[config.mk]
export PLATFORM = sky130hd
export DESIGN_NAME = eepw_host
export DESIGN_NICKNAME = d
export VERILOG_FILES = /design/src/core/eepw_pkg.sv /design/src/core/eepw_host.sv
export SDC_FILE = /design/constraint.sdc
export NUM_CORES = 1
export LEC_CHECK = 0
export CORE_MARGIN = 5
export CORE_UTILIZATION = 57
export DETAILED_ROUTE_END_ITERATION = 12
export DONT_BUFFER_PORTS = 1
export GPL_TIMING_DRIVEN = 1
export PLACE_DENSITY = 0.75
export SLEW_MARGIN = 20
export SYNTH_ARGS = -nofsm -noshare
export SYNTH_HDL_FRONTEND = slang
export SYNTH_SLANG_ARGS = --single-unit
[constraint.sdc]
create_clock -name clk -period 2.19 [get_ports clk]
set_input_delay 0.3285 -clock clk [delete_from_list [all_inputs] [get_ports clk]]
set_output_delay 0.3285 -clock clk [all_outputs]
set_load 0.005 [all_outputs]
[src/core/eepw_pkg.sv]
// eepw_pkg: constants and types for the eeprom write-protection host
// assumes a 10 MHz clock driving the eeprom pins directly
package eepw_pkg;
  localparam int CLK_NS = 100;
  localparam int WE_LOW_NS = 200;     // write strobe low time, far above glitch
  localparam int RD_ACC_NS = 250;     // read access wait
  localparam int BYTE_LOAD_US = 100;  // longest gap between byte loads
  localparam int WRITE_CYCLE_US = 5000;
  localparam logic [19:0] WE_CYC = 20'((WE_LOW_NS + CLK_NS - 1) / CLK_NS);
  localparam logic [19:0] RD_CYC = 20'((RD_ACC_NS + CLK_NS - 1) / CLK_NS);
  localparam logic [19:0] LOAD_CYC = 20'((BYTE_LOAD_US * 1000) / CLK_NS);
  localparam logic [19:0] WC_CYC = 20'((WRITE_CYCLE_US * 1000) / CLK_NS);
  localparam logic [2:0] UNLOCK_N = 3'h3;
  localparam logic [2:0] RESET_N = 3'h6;
  localparam int TOGGLE_BIT = 6;

  typedef enum logic [1:0] {
    OP_READ = 2'h0,
    OP_WRITE = 2'h1,
    OP_PROT = 2'h2,
    OP_UNPROT = 2'h3
  } eepw_op_t;

  typedef enum logic [6:0] {
    ST_IDLE = 7'h01,
    ST_SETUP = 7'h02,
    ST_STROBE = 7'h04,
    ST_REL = 7'h08,
    ST_RDACC = 7'h10,
    ST_RDEND = 7'h20,
    ST_WAIT = 7'h40
  } eepw_state_t;

  typedef struct packed {
    eepw_op_t op;
    logic [15:0] addr;
    logic [7:0] data;
  } eepw_cmd_t;

  typedef struct packed {
    logic err;
    logic [7:0] data;
  } eepw_rsp_t;

  typedef struct packed {
    logic ceN;
    logic oeN;
    logic weN;
    logic [15:0] addr;
    logic [7:0] dout;
    logic doutOeN;
  } eepw_pins_t;
endpackage

[src/core/eepw_host.sv]
// eepw_host: host-side controller for a byte-wide eeprom with
// software data protection and toggle-bit completion polling
// assumes the eeprom pins are driven straight from this block
//
// Summary of operation
// - each protected write (OP_PROT) is preceded by the unlock sequence.
// - unlock is three writes to fixed command addresses before data.
// - six command writes clear the nonvolatile protection.
// - command sequences run without any other access in between.
// - chip enable is the device select; strobes may be shared.
// - byte loads follow within 100 us of the previous strobe fall.
`timescale 1ns/1ps
module eepw_host #(
  parameter logic [19:0] WC_CYCLES = eepw_pkg::WC_CYC,
  parameter logic [47:0] UNLOCK_ADDR = 48'h3AAA_2555_3AAA,
  parameter logic [23:0] UNLOCK_DATA = 24'hA0_55_AA,
  parameter logic [95:0] RESET_ADDR = 96'h3AAA_3AAA_2555_3AAA_2555_3AAA,
  parameter logic [47:0] RESET_DATA = 48'h20_55_AA_80_55_AA
) (
  // clock and reset
  input wire logic clk,
  input wire logic arst_n,
  // command port
  input wire logic cmdValid,
  input wire eepw_pkg::eepw_cmd_t cmd,
  output logic cmdReady,
  output logic rspValid,
  output eepw_pkg::eepw_rsp_t rsp,
  // supply sense
  input wire logic supplyOk,
  // eeprom pins
  output eepw_pkg::eepw_pins_t pins,
  input wire logic [7:0] pinDin
);
  eepw_pkg::eepw_state_t st_q, st_d;
  eepw_pkg::eepw_cmd_t cmd_q, cmd_d;
  eepw_pkg::eepw_pins_t pin_q, pin_d;
  eepw_pkg::eepw_rsp_t rsp_q, rsp_d;
  logic [2:0] idx_q, idx_d;
  logic [19:0] cnt_q, cnt_d;
  logic [19:0] gap_q, gap_d;
  logic prev_q, prev_d, have_q, have_d, stable_q, stable_d;
  logic rv_q, rv_d, rdy_q, rdy_d;
  logic [2:0] nWr;
  logic [15:0] wrAddr;
  logic [7:0] wrData;

  // number of writes and the source of each write's address and data
  always_comb begin
    wrAddr = cmd_q.addr;
    wrData = cmd_q.data;
    case (cmd_q.op)
      eepw_pkg::OP_WRITE: nWr = 3'h1;
      eepw_pkg::OP_PROT: nWr = eepw_pkg::UNLOCK_N + 3'h1;
      eepw_pkg::OP_UNPROT: nWr = eepw_pkg::RESET_N;
      default: nWr = 3'h0;
    endcase
    // unlock prefix before the data byte, which arms protection
    // prefix goes out on every protected write, whatever the device holds,
    // so the host keeps no copy of the nonvolatile state
    if (cmd_q.op == eepw_pkg::OP_PROT && idx_q < eepw_pkg::UNLOCK_N) begin
      wrAddr = UNLOCK_ADDR[idx_q * 16 +: 16];
      wrData = UNLOCK_DATA[idx_q * 8 +: 8];
    end else if (cmd_q.op == eepw_pkg::OP_UNPROT) begin
      wrAddr = RESET_ADDR[idx_q * 16 +: 16];
      wrData = RESET_DATA[idx_q * 8 +: 8];
    end
  end

  // sequencer next state
  always_comb begin
    st_d = st_q;
    cmd_d = cmd_q;
    pin_d = pin_q;
    rsp_d = rsp_q;
    idx_d = idx_q;
    cnt_d = cnt_q;
    prev_d = prev_q;
    have_d = have_q;
    stable_d = stable_q;
    rv_d = 1'b0;
    rdy_d = rdy_q;
    case (st_q)
      eepw_pkg::ST_IDLE: begin
        if (cmdValid && rdy_q) begin
          cmd_d = cmd;
          rdy_d = 1'b0;
          idx_d = 3'h0;
          have_d = 1'b0;
          stable_d = 1'b0;
          rsp_d.err = 1'b0;
          if (cmd.op == eepw_pkg::OP_READ) begin
            pin_d.addr = cmd.addr;
            pin_d.ceN = 1'b0;
            pin_d.oeN = 1'b0;
            cnt_d = 20'h00000;
            st_d = eepw_pkg::ST_RDACC;
          end else if (!supplyOk) begin
            rsp_d.err = 1'b1;
            rv_d = 1'b1;
            rdy_d = 1'b1;
          end else begin
            st_d = eepw_pkg::ST_SETUP;
          end
        end
      end
      eepw_pkg::ST_SETUP: begin
        // chip enable low, output enable high, data driven
        pin_d.addr = wrAddr;
        pin_d.dout = wrData;
        pin_d.doutOeN = 1'b0;
        pin_d.ceN = 1'b0;
        pin_d.oeN = 1'b1;
        cnt_d = 20'h00000;
        st_d = eepw_pkg::ST_STROBE;
      end
      eepw_pkg::ST_STROBE: begin
        pin_d.weN = 1'b0;
        cnt_d = cnt_q + 20'h00001;
        if (cnt_q == eepw_pkg::WE_CYC) begin
          pin_d.weN = 1'b1; // we rises first, data latched here
          st_d = eepw_pkg::ST_REL;
        end
      end
      eepw_pkg::ST_REL: begin
        pin_d.ceN = 1'b1;
        pin_d.doutOeN = 1'b1;
        idx_d = idx_q + 3'h1;
        have_d = 1'b0;
        stable_d = 1'b0;
        cnt_d = 20'h00000;
        // next write follows at once, no foreign access between
        if (idx_q + 3'h1 != nWr) begin
          st_d = eepw_pkg::ST_SETUP;
        end else if (cmd_q.op == eepw_pkg::OP_UNPROT) begin
          st_d = eepw_pkg::ST_WAIT;
        end else begin
          st_d = eepw_pkg::ST_RDEND;
        end
      end
      eepw_pkg::ST_RDACC: begin
        cnt_d = cnt_q + 20'h00001;
        if (cnt_q == eepw_pkg::RD_CYC) begin
          rsp_d.data = pinDin;
          prev_d = pinDin[eepw_pkg::TOGGLE_BIT];
          have_d = 1'b1;
          // toggle bit equal on two reads: programming finished
          stable_d = have_q && (prev_q == pinDin[eepw_pkg::TOGGLE_BIT]);
          pin_d.ceN = 1'b1;
          pin_d.oeN = 1'b1;
          st_d = eepw_pkg::ST_RDEND;
        end
      end
      eepw_pkg::ST_RDEND: begin
        if (cmd_q.op == eepw_pkg::OP_READ || stable_q) begin
          rv_d = 1'b1;
          rdy_d = 1'b1;
          st_d = eepw_pkg::ST_IDLE;
        end else begin
          pin_d.ceN = 1'b0;
          pin_d.oeN = 1'b0;
          cnt_d = 20'h00000;
          st_d = eepw_pkg::ST_RDACC;
        end
      end
      eepw_pkg::ST_WAIT: begin
        cnt_d = cnt_q + 20'h00001;
        if (cnt_q >= WC_CYCLES - 20'h00001) begin
          rv_d = 1'b1;
          rdy_d = 1'b1;
          st_d = eepw_pkg::ST_IDLE;
        end
      end
      default: st_d = eepw_pkg::ST_IDLE;
    endcase
  end

  // cycles since the last write strobe fall, cleared per command
  always_comb begin
    gap_d = (gap_q == 20'hFFFFF) ? gap_q : gap_q + 20'h00001;
    if (st_q == eepw_pkg::ST_IDLE || (!pin_d.weN && pin_q.weN)) begin
      gap_d = 20'h00000;
    end
  end

  // sequencer registers
  always_ff @(posedge clk or negedge arst_n) begin
    if (!arst_n) begin
      st_q <= eepw_pkg::ST_IDLE;
      cmd_q <= '0;
      pin_q <= '{ceN: 1'b1, oeN: 1'b1, weN: 1'b1, addr: 16'h0000,
                 dout: 8'h00, doutOeN: 1'b1};
      rsp_q <= '0;
      idx_q <= 3'h0;
      cnt_q <= 20'h00000;
      gap_q <= 20'h00000;
      prev_q <= 1'b0;
      have_q <= 1'b0;
      stable_q <= 1'b0;
      rv_q <= 1'b0;
      rdy_q <= 1'b1;
    end else begin
      st_q <= st_d;
      cmd_q <= cmd_d;
      pin_q <= pin_d;
      rsp_q <= rsp_d;
      idx_q <= idx_d;
      cnt_q <= cnt_d;
      gap_q <= gap_d;
      prev_q <= prev_d;
      have_q <= have_d;
      stable_q <= stable_d;
      rv_q <= rv_d;
      rdy_q <= rdy_d;
    end
  end

  assign pins = pin_q;
  assign rsp = rsp_q;
  assign rspValid = rv_q;
  assign cmdReady = rdy_q;
endmodule

Yosys cells after proc, flatten, opt, wreduce, memory -nomap -nowiden
Cells that the tools add are included.
{ "totals": {"ff_bits": 98, "latch_bits": 0, "ram_bits": 0, "mem_bits_ro": 0, "output_inout_bits": 39, "word_cells": 122, "n_memories": 0} }
{ "op_classes": {"n_addsub": 2, "mul": 0, "div": 0, "order_cmp": 2, "eq_ne": 22, "n_shift": 4, "mux": 47, "bitwise": 0, "reduce_logical": 26} }
{ "op_table": {"columns": ["operator", "count"], "rows": [
  ["$shiftx 96x8->16 const A", 1],
  ["$pmux 20 s4", 1],
  ["$mux 16", 4],
  ["$mux 20", 3],
  ["$mux 7", 8],
  ["$pmux 7 s7", 1],
  ["$shiftx 48x7->8 const A", 1],
  ["$shiftx 48x8->16 const A", 1],
  ["$eq 20x2->1 const B", 2],
  ["$pmux 16 s2", 1],
  ["$shiftx 24x7->8 const A", 1],
  ["$add 20x1->20 const B", 1],
  ["$ge 20x16->1 const B", 1],
  ["$mux 8", 2],
  ["$reduce_and 5->1", 3],
  ["$ne 2x2->1 const B", 7],
  ["$mux 1", 12],
  ["$pmux 1 s3", 4],
  ["$pmux 3 s3", 1],
  ["$mux 2", 4],
  ["$reduce_and 4->1", 2],
  ["$reduce_bool 4->1", 2],
  ["$eq 7x1->1 const B", 1],
  ["$eq 7x2->1 const B", 1],
  ["28 further kinds", 38]
]} }

Depth between registers and ports, before layout
{ "depth": {"word_depth": 5, "mapped_depth": 8, "mapped_depth_nobuf": 8} }

Worst setup path before layout
No wires, ideal clock.
{ "synth_timing": {"kind": "reg2reg", "startpoint": "reg st_q[5]", "endpoint": "reg pin_q (netlist bit pins[24])", "setup_time_ps": 126, "arrival_ps": 2078, "required_time_ps": 2064, "setup_slack_ps": -14, "path_stages_with_launch": 8, "cell_sequence": "dfrtp_1 buf_6 or4_4 or3_4 buf_2 buf_2 a221oi_1 nor2_1"} }
{ "synth_between": {"elab_chain_len": 3} }
{ "synth_rtl": {"columns": ["item", "line", "text"], "rows": [
  ["start: declaration", "eepw_host.sv:35", "eepw_pkg::eepw_state_t st_q, st_d;"],
  ["start signal: assignment", "eepw_host.sv:189", "st_q <= eepw_pkg::ST_IDLE;"],
  ["start signal: assignment", "eepw_host.sv:203", "st_q <= st_d;"],
  ["$eq 7x1->1 or $eq 7x2->1 (tied branches)", "eepw_host.sv:83", "case (st_q)"],
  ["$ne 2x2->1 (no line) or $reduce_bool 2->1 (tied branches)", null, null],
  ["$reduce_and 3->1 (no line)", null, null],
  ["end signal: assignment", "eepw_host.sv:191", "pin_q <= '{ceN: 1'b1, oeN: 1'b1, weN: 1'b1, addr: 16'h0000,"],
  ["end signal: assignment", "eepw_host.sv:205", "pin_q <= pin_d;"],
  ["end: declaration", "eepw_host.sv:37", "eepw_pkg::eepw_pins_t pin_q, pin_d;"]
]} }
Parallel ways exist; a longest one is shown, timed or not.
A chain may end at the register's enable or synchronous reset.

Worst setup path after layout
{ "layout_timing": {"startpoint": "reg cnt_q[11]", "endpoint": "reg rsp_q (netlist bit rsp[2])"} }
{ "layout_between": {"elab_chain_len": 2} }
{ "layout_rtl": {"columns": ["item", "line", "text"], "rows": [
  ["start: declaration", "eepw_host.sv:40", "logic [19:0] cnt_q, cnt_d;"],
  ["start signal: assignment", "eepw_host.sv:208", "cnt_q <= cnt_d;"],
  ["$eq 20x2->1", "eepw_host.sv:143", "if (cnt_q == eepw_pkg::RD_CYC) begin"],
  ["$reduce_and 2->1 (no line)", null, null],
  ["end signal: assignment", "eepw_host.sv:206", "rsp_q <= rsp_d;"],
  ["end: declaration", "eepw_host.sv:38", "eepw_pkg::eepw_rsp_t rsp_q, rsp_d;"]
]} }
No other way between the ends.

==> flow_summary.yaml <==
outcome:
  status: "finished, violations left"
  violations: "negative hold slack"
pwr:
  power_frac_clock_pct: 20.9
  power.internal_mw: 3.756
  p_leak_nw: 2.293
  swShare_pct: 34.89
  pwr-share-comb_pct: 31.7
  switchingPower_mw: 2.013
  irDropWorstVdd_v: 0.0007286
  p_seq_share_pct: 47.4
  power.density_nw_per_um2: 1083
  total_power_mw: 5.769
cells_and_area:
  drive_above_1_share_pct: 21.93
  design_area_sq_um: 5329
  num-nets-final: 527
  fin_util_pct: 65.18
  diodes: 0
  synthToLayoutAreaGrowth_pct: 12.46
drt:
  ant_nets: 0
  drtPass1Iterations: 4
  via_per_inst: 6.143
  first_iter_violations: 257
  wl_microns: 10570
  dr_total_vias: 3643
  drcViolationCount: 0
  avgRoutedWirePerCell_microns: 17.82
place:
  pre_cts_ws_ns: 0.0001747
  port_buffers: 0
  place_congestion: 0.8520
  dp_hpwl_microns: 7569
  placed_area_sq_um: 5076
clock_network:
  clockBufferDepth: 2
  clock_sinks: 97
  cts_tree: "built"
  cts_buffers: 9
  clkLatencyLatePin_ns: 0.36
  cts.root.buffer_cell: "clkbuf_8"
  htreeDepth: 3
  clk_pin_slew_ns: 0.10
timing:
  hold_violations: 97
  final.period_utilization_pct: 97.01
  max_slew_margin_pct: 67.49
  max_freq_mhz: 470.7
  hold_slack_ns: -0.3527
  rsz0062_at_grt: "false"
  finalWorstSetupSlack_ns: 0.06542
  skew_ns: 0.01308
  tightest_slew_ns: 0.4839
  setup_viol: 0
  finalMaxSlewViolations: 0
  layout_min_cycle_time_ns: 2.125
synth:
  synth_edf_count: 0
  synth_top_cell_by_area: "dfrtp_1"
  yosysMostFrequentCell: "dfrtp_1"
  synth_fp_nets: 502
  netlist-cell-type-count: 56
  syn_inst: 458
  synth_top_area_share_pct: 48.06
  netlist_top_cells_area: "dfrtp_1 48%, mux2_2 8.1%, nor2_1 4.1%, dfstp_2 3.3%, a21oi_1 3.0%"
  synthFlopType: "dfrtp_1"
  ys_seq_area_share_pct: 51.39
  syn_avg_cell_area_sq_um: 10.35
  synthTopCellsByCount: "91 x dfrtp_1, 52 x nor2_1, 34 x mux2_2, 28 x a21oi_1, 22 x nand2_1"
  async_reset_ff_share_pct: 100.0
  synth_seq_cells: 97
  yosys_warnings: 0
  synth_area_sq_um: 4738
grt:
  grtUsageTotal_pct: 20.84
  gr-total-overflow: 0
  grt_max_degree: 98
  grt_pass1_wl_microns: 17190
  grt_pass1_vias: 3573
  antenna_found_initial: 0
floorplanning:
  num_io_pins: 77
  fp-row-count: 33
  die_area_sq_um: 10240
  initial_core_util_pct: 57.96
  fp.dieW_microns: 101.2
  core_area_sq_um: 8175
  die_h_microns: 101.2
setup_path:
  cp-start-kind: "register"
  cp_max_fo: 11
  r2r-start: "cnt_q[11]$_DFFE_PN0P_"
  reg2reg_slack_ns: 0.07
  r2r-end: "rsp[2]$_DFFE_PN0P_"
  crit_arrival_ns: 2.37
  crit_type: "register to register"
  crit_path_end_kind: "register"
  required_ns: 2.44
  ff2ff_path_depth: 6
run:
  drv_cap: 0
min_path:
  hp-class: "input port to asynchronous set/reset pin"
==> power groups by stage <==
stage / combinational [mW] / clock, mW / sequential, mW
after floorplan: 1.32 / 0 / 2.64
after global placement: 1.73 / 0 / 2.73
after detailed placement: 1.80 / 0 / 2.77
after CTS: 1.81 / 1.23 / 2.74
after global routing: 2.03 / 1.30 / 2.81
final: 1.83 / 1.20 / 2.74
==> worst max-delay path, cell delays in order (launching register included) <==
cell and delay [ns]:
dfrtp_1 0.39, or4_4 0.56, nor4bb_2 0.31, buf_4 0.17, nand4_1 0.13, buf_6 0.19, mux2_2 0.27
==> state kept, by name (all words and copies together), names as in the netlist <==
name	count
rspValid	1
stable_q	1
cmd_q	26
pins	28
rsp	9
idx_q	3
cnt_q	20
st_q	7
have_q	1
cmdReady	1
==> routing by layer <==
layer | share of wire [%] | wire length [microns] | global-route usage [%] | up-vias
met2 | 50 | 5332 | 36.07 | 124
met5 | 0 | 0 | 0 | -
met1 | 40 | 4278 | 25.26 | 1791
met3 | 7.3 | 768 | 5.716 | 18
met4 | 1.7 | 184 | 6.748 | 0
li1 | - | - | - | 1710
==> cells by family after synthesis <==
logic type      after synthesis  synth area share, %
simple gates                158                17.35
compound gates              101                13.92
flops                        97                51.39
buf+inv                      42                3.961
mux                          35                8.292
xor+xnor                     19                3.512
fa+ha+maj                     6                1.584
==> timing repair <==
item / 4_1_cts / 5_1_grt
setup endpoints to repair: 3 / 25
setup buffers: 0 / 1
endpoints found under the hold margin: 97 / 97
pin swaps: 0 / 2
gates resized for setup: 1 / 6
==> layout by cell type (no fill, tap or decap), drive strengths merged, types with 3 or more instances in the layout <==
master | netlist | final
or4 | 4 | 4
dfrtp | 91 | 91
buf | 12 | 41
a21o | 3 | 3
o22ai | 6 | 6
inv | 15 | 18
nor2 | 52 | 52
o21a | 3 | 3
nand2 | 22 | 22
a22oi | 13 | 13
a221o | 6 | 6
a31oi | 3 | 3
nor4 | 15 | 15
mux2 | 34 | 34
and2 | 3 | 3
dfstp | 6 | 6
xor2 | 3 | 3
nand2b | 5 | 5
and3 | 6 | 6
a21oi | 28 | 28
clkbuf | 15 | 9
ha | 6 | 6
nor4b | 3 | 3
and4 | 4 | 4
or3 | 3 | 3
o21ai | 21 | 21
xnor2 | 16 | 16
nand4 | 5 | 5
nor3 | 10 | 10
nand3 | 19 | 19
==> how the worst max path moves through the flow <==
stage / start / end / cells after the start
2_1_floorplan: st_q[5]$_DFFE_PN0P_ / pins[24]$_DFFE_PN0P_ / 7
3_3_place_gp: cnt_q[11]$_DFFE_PN0P_ / rsp[7]$_DFFE_PN0P_ / 6
3_5_place_dp: cnt_q[11]$_DFFE_PN0P_ / rsp[2]$_DFFE_PN0P_ / 6
4_1_cts: cnt_q[11]$_DFFE_PN0P_ / rsp[2]$_DFFE_PN0P_ / 6
5_1_grt: st_q[5]$_DFFE_PN0P_ / pins[11]$_DFFE_PN0P_ / 6
6_report: cnt_q[11]$_DFFE_PN0P_ / rsp[2]$_DFFE_PN0P_ / 6
==> final cells by class <==
cell class	count	area, sq um
Timing Repair Buffer	41	349.1
Fill cell	644	2846
Tap cell	105	131.4
Clock buffer	9	123.9
Sequential cell	97	2435
Clock inverter	7	85.08
Multi-Input combinational cell	319	2148
Inverter	15	56.30
==> stage by stage <==
stage | TNS [ns] | instances
floorplan | -0.007416 | 458
global placement | 0 | 576
detailed placement | 0 | 576
CTS | 0 | 592
global route | 0 | 593
finish | 0 | 593
Power figures use the tool's default switching activity.
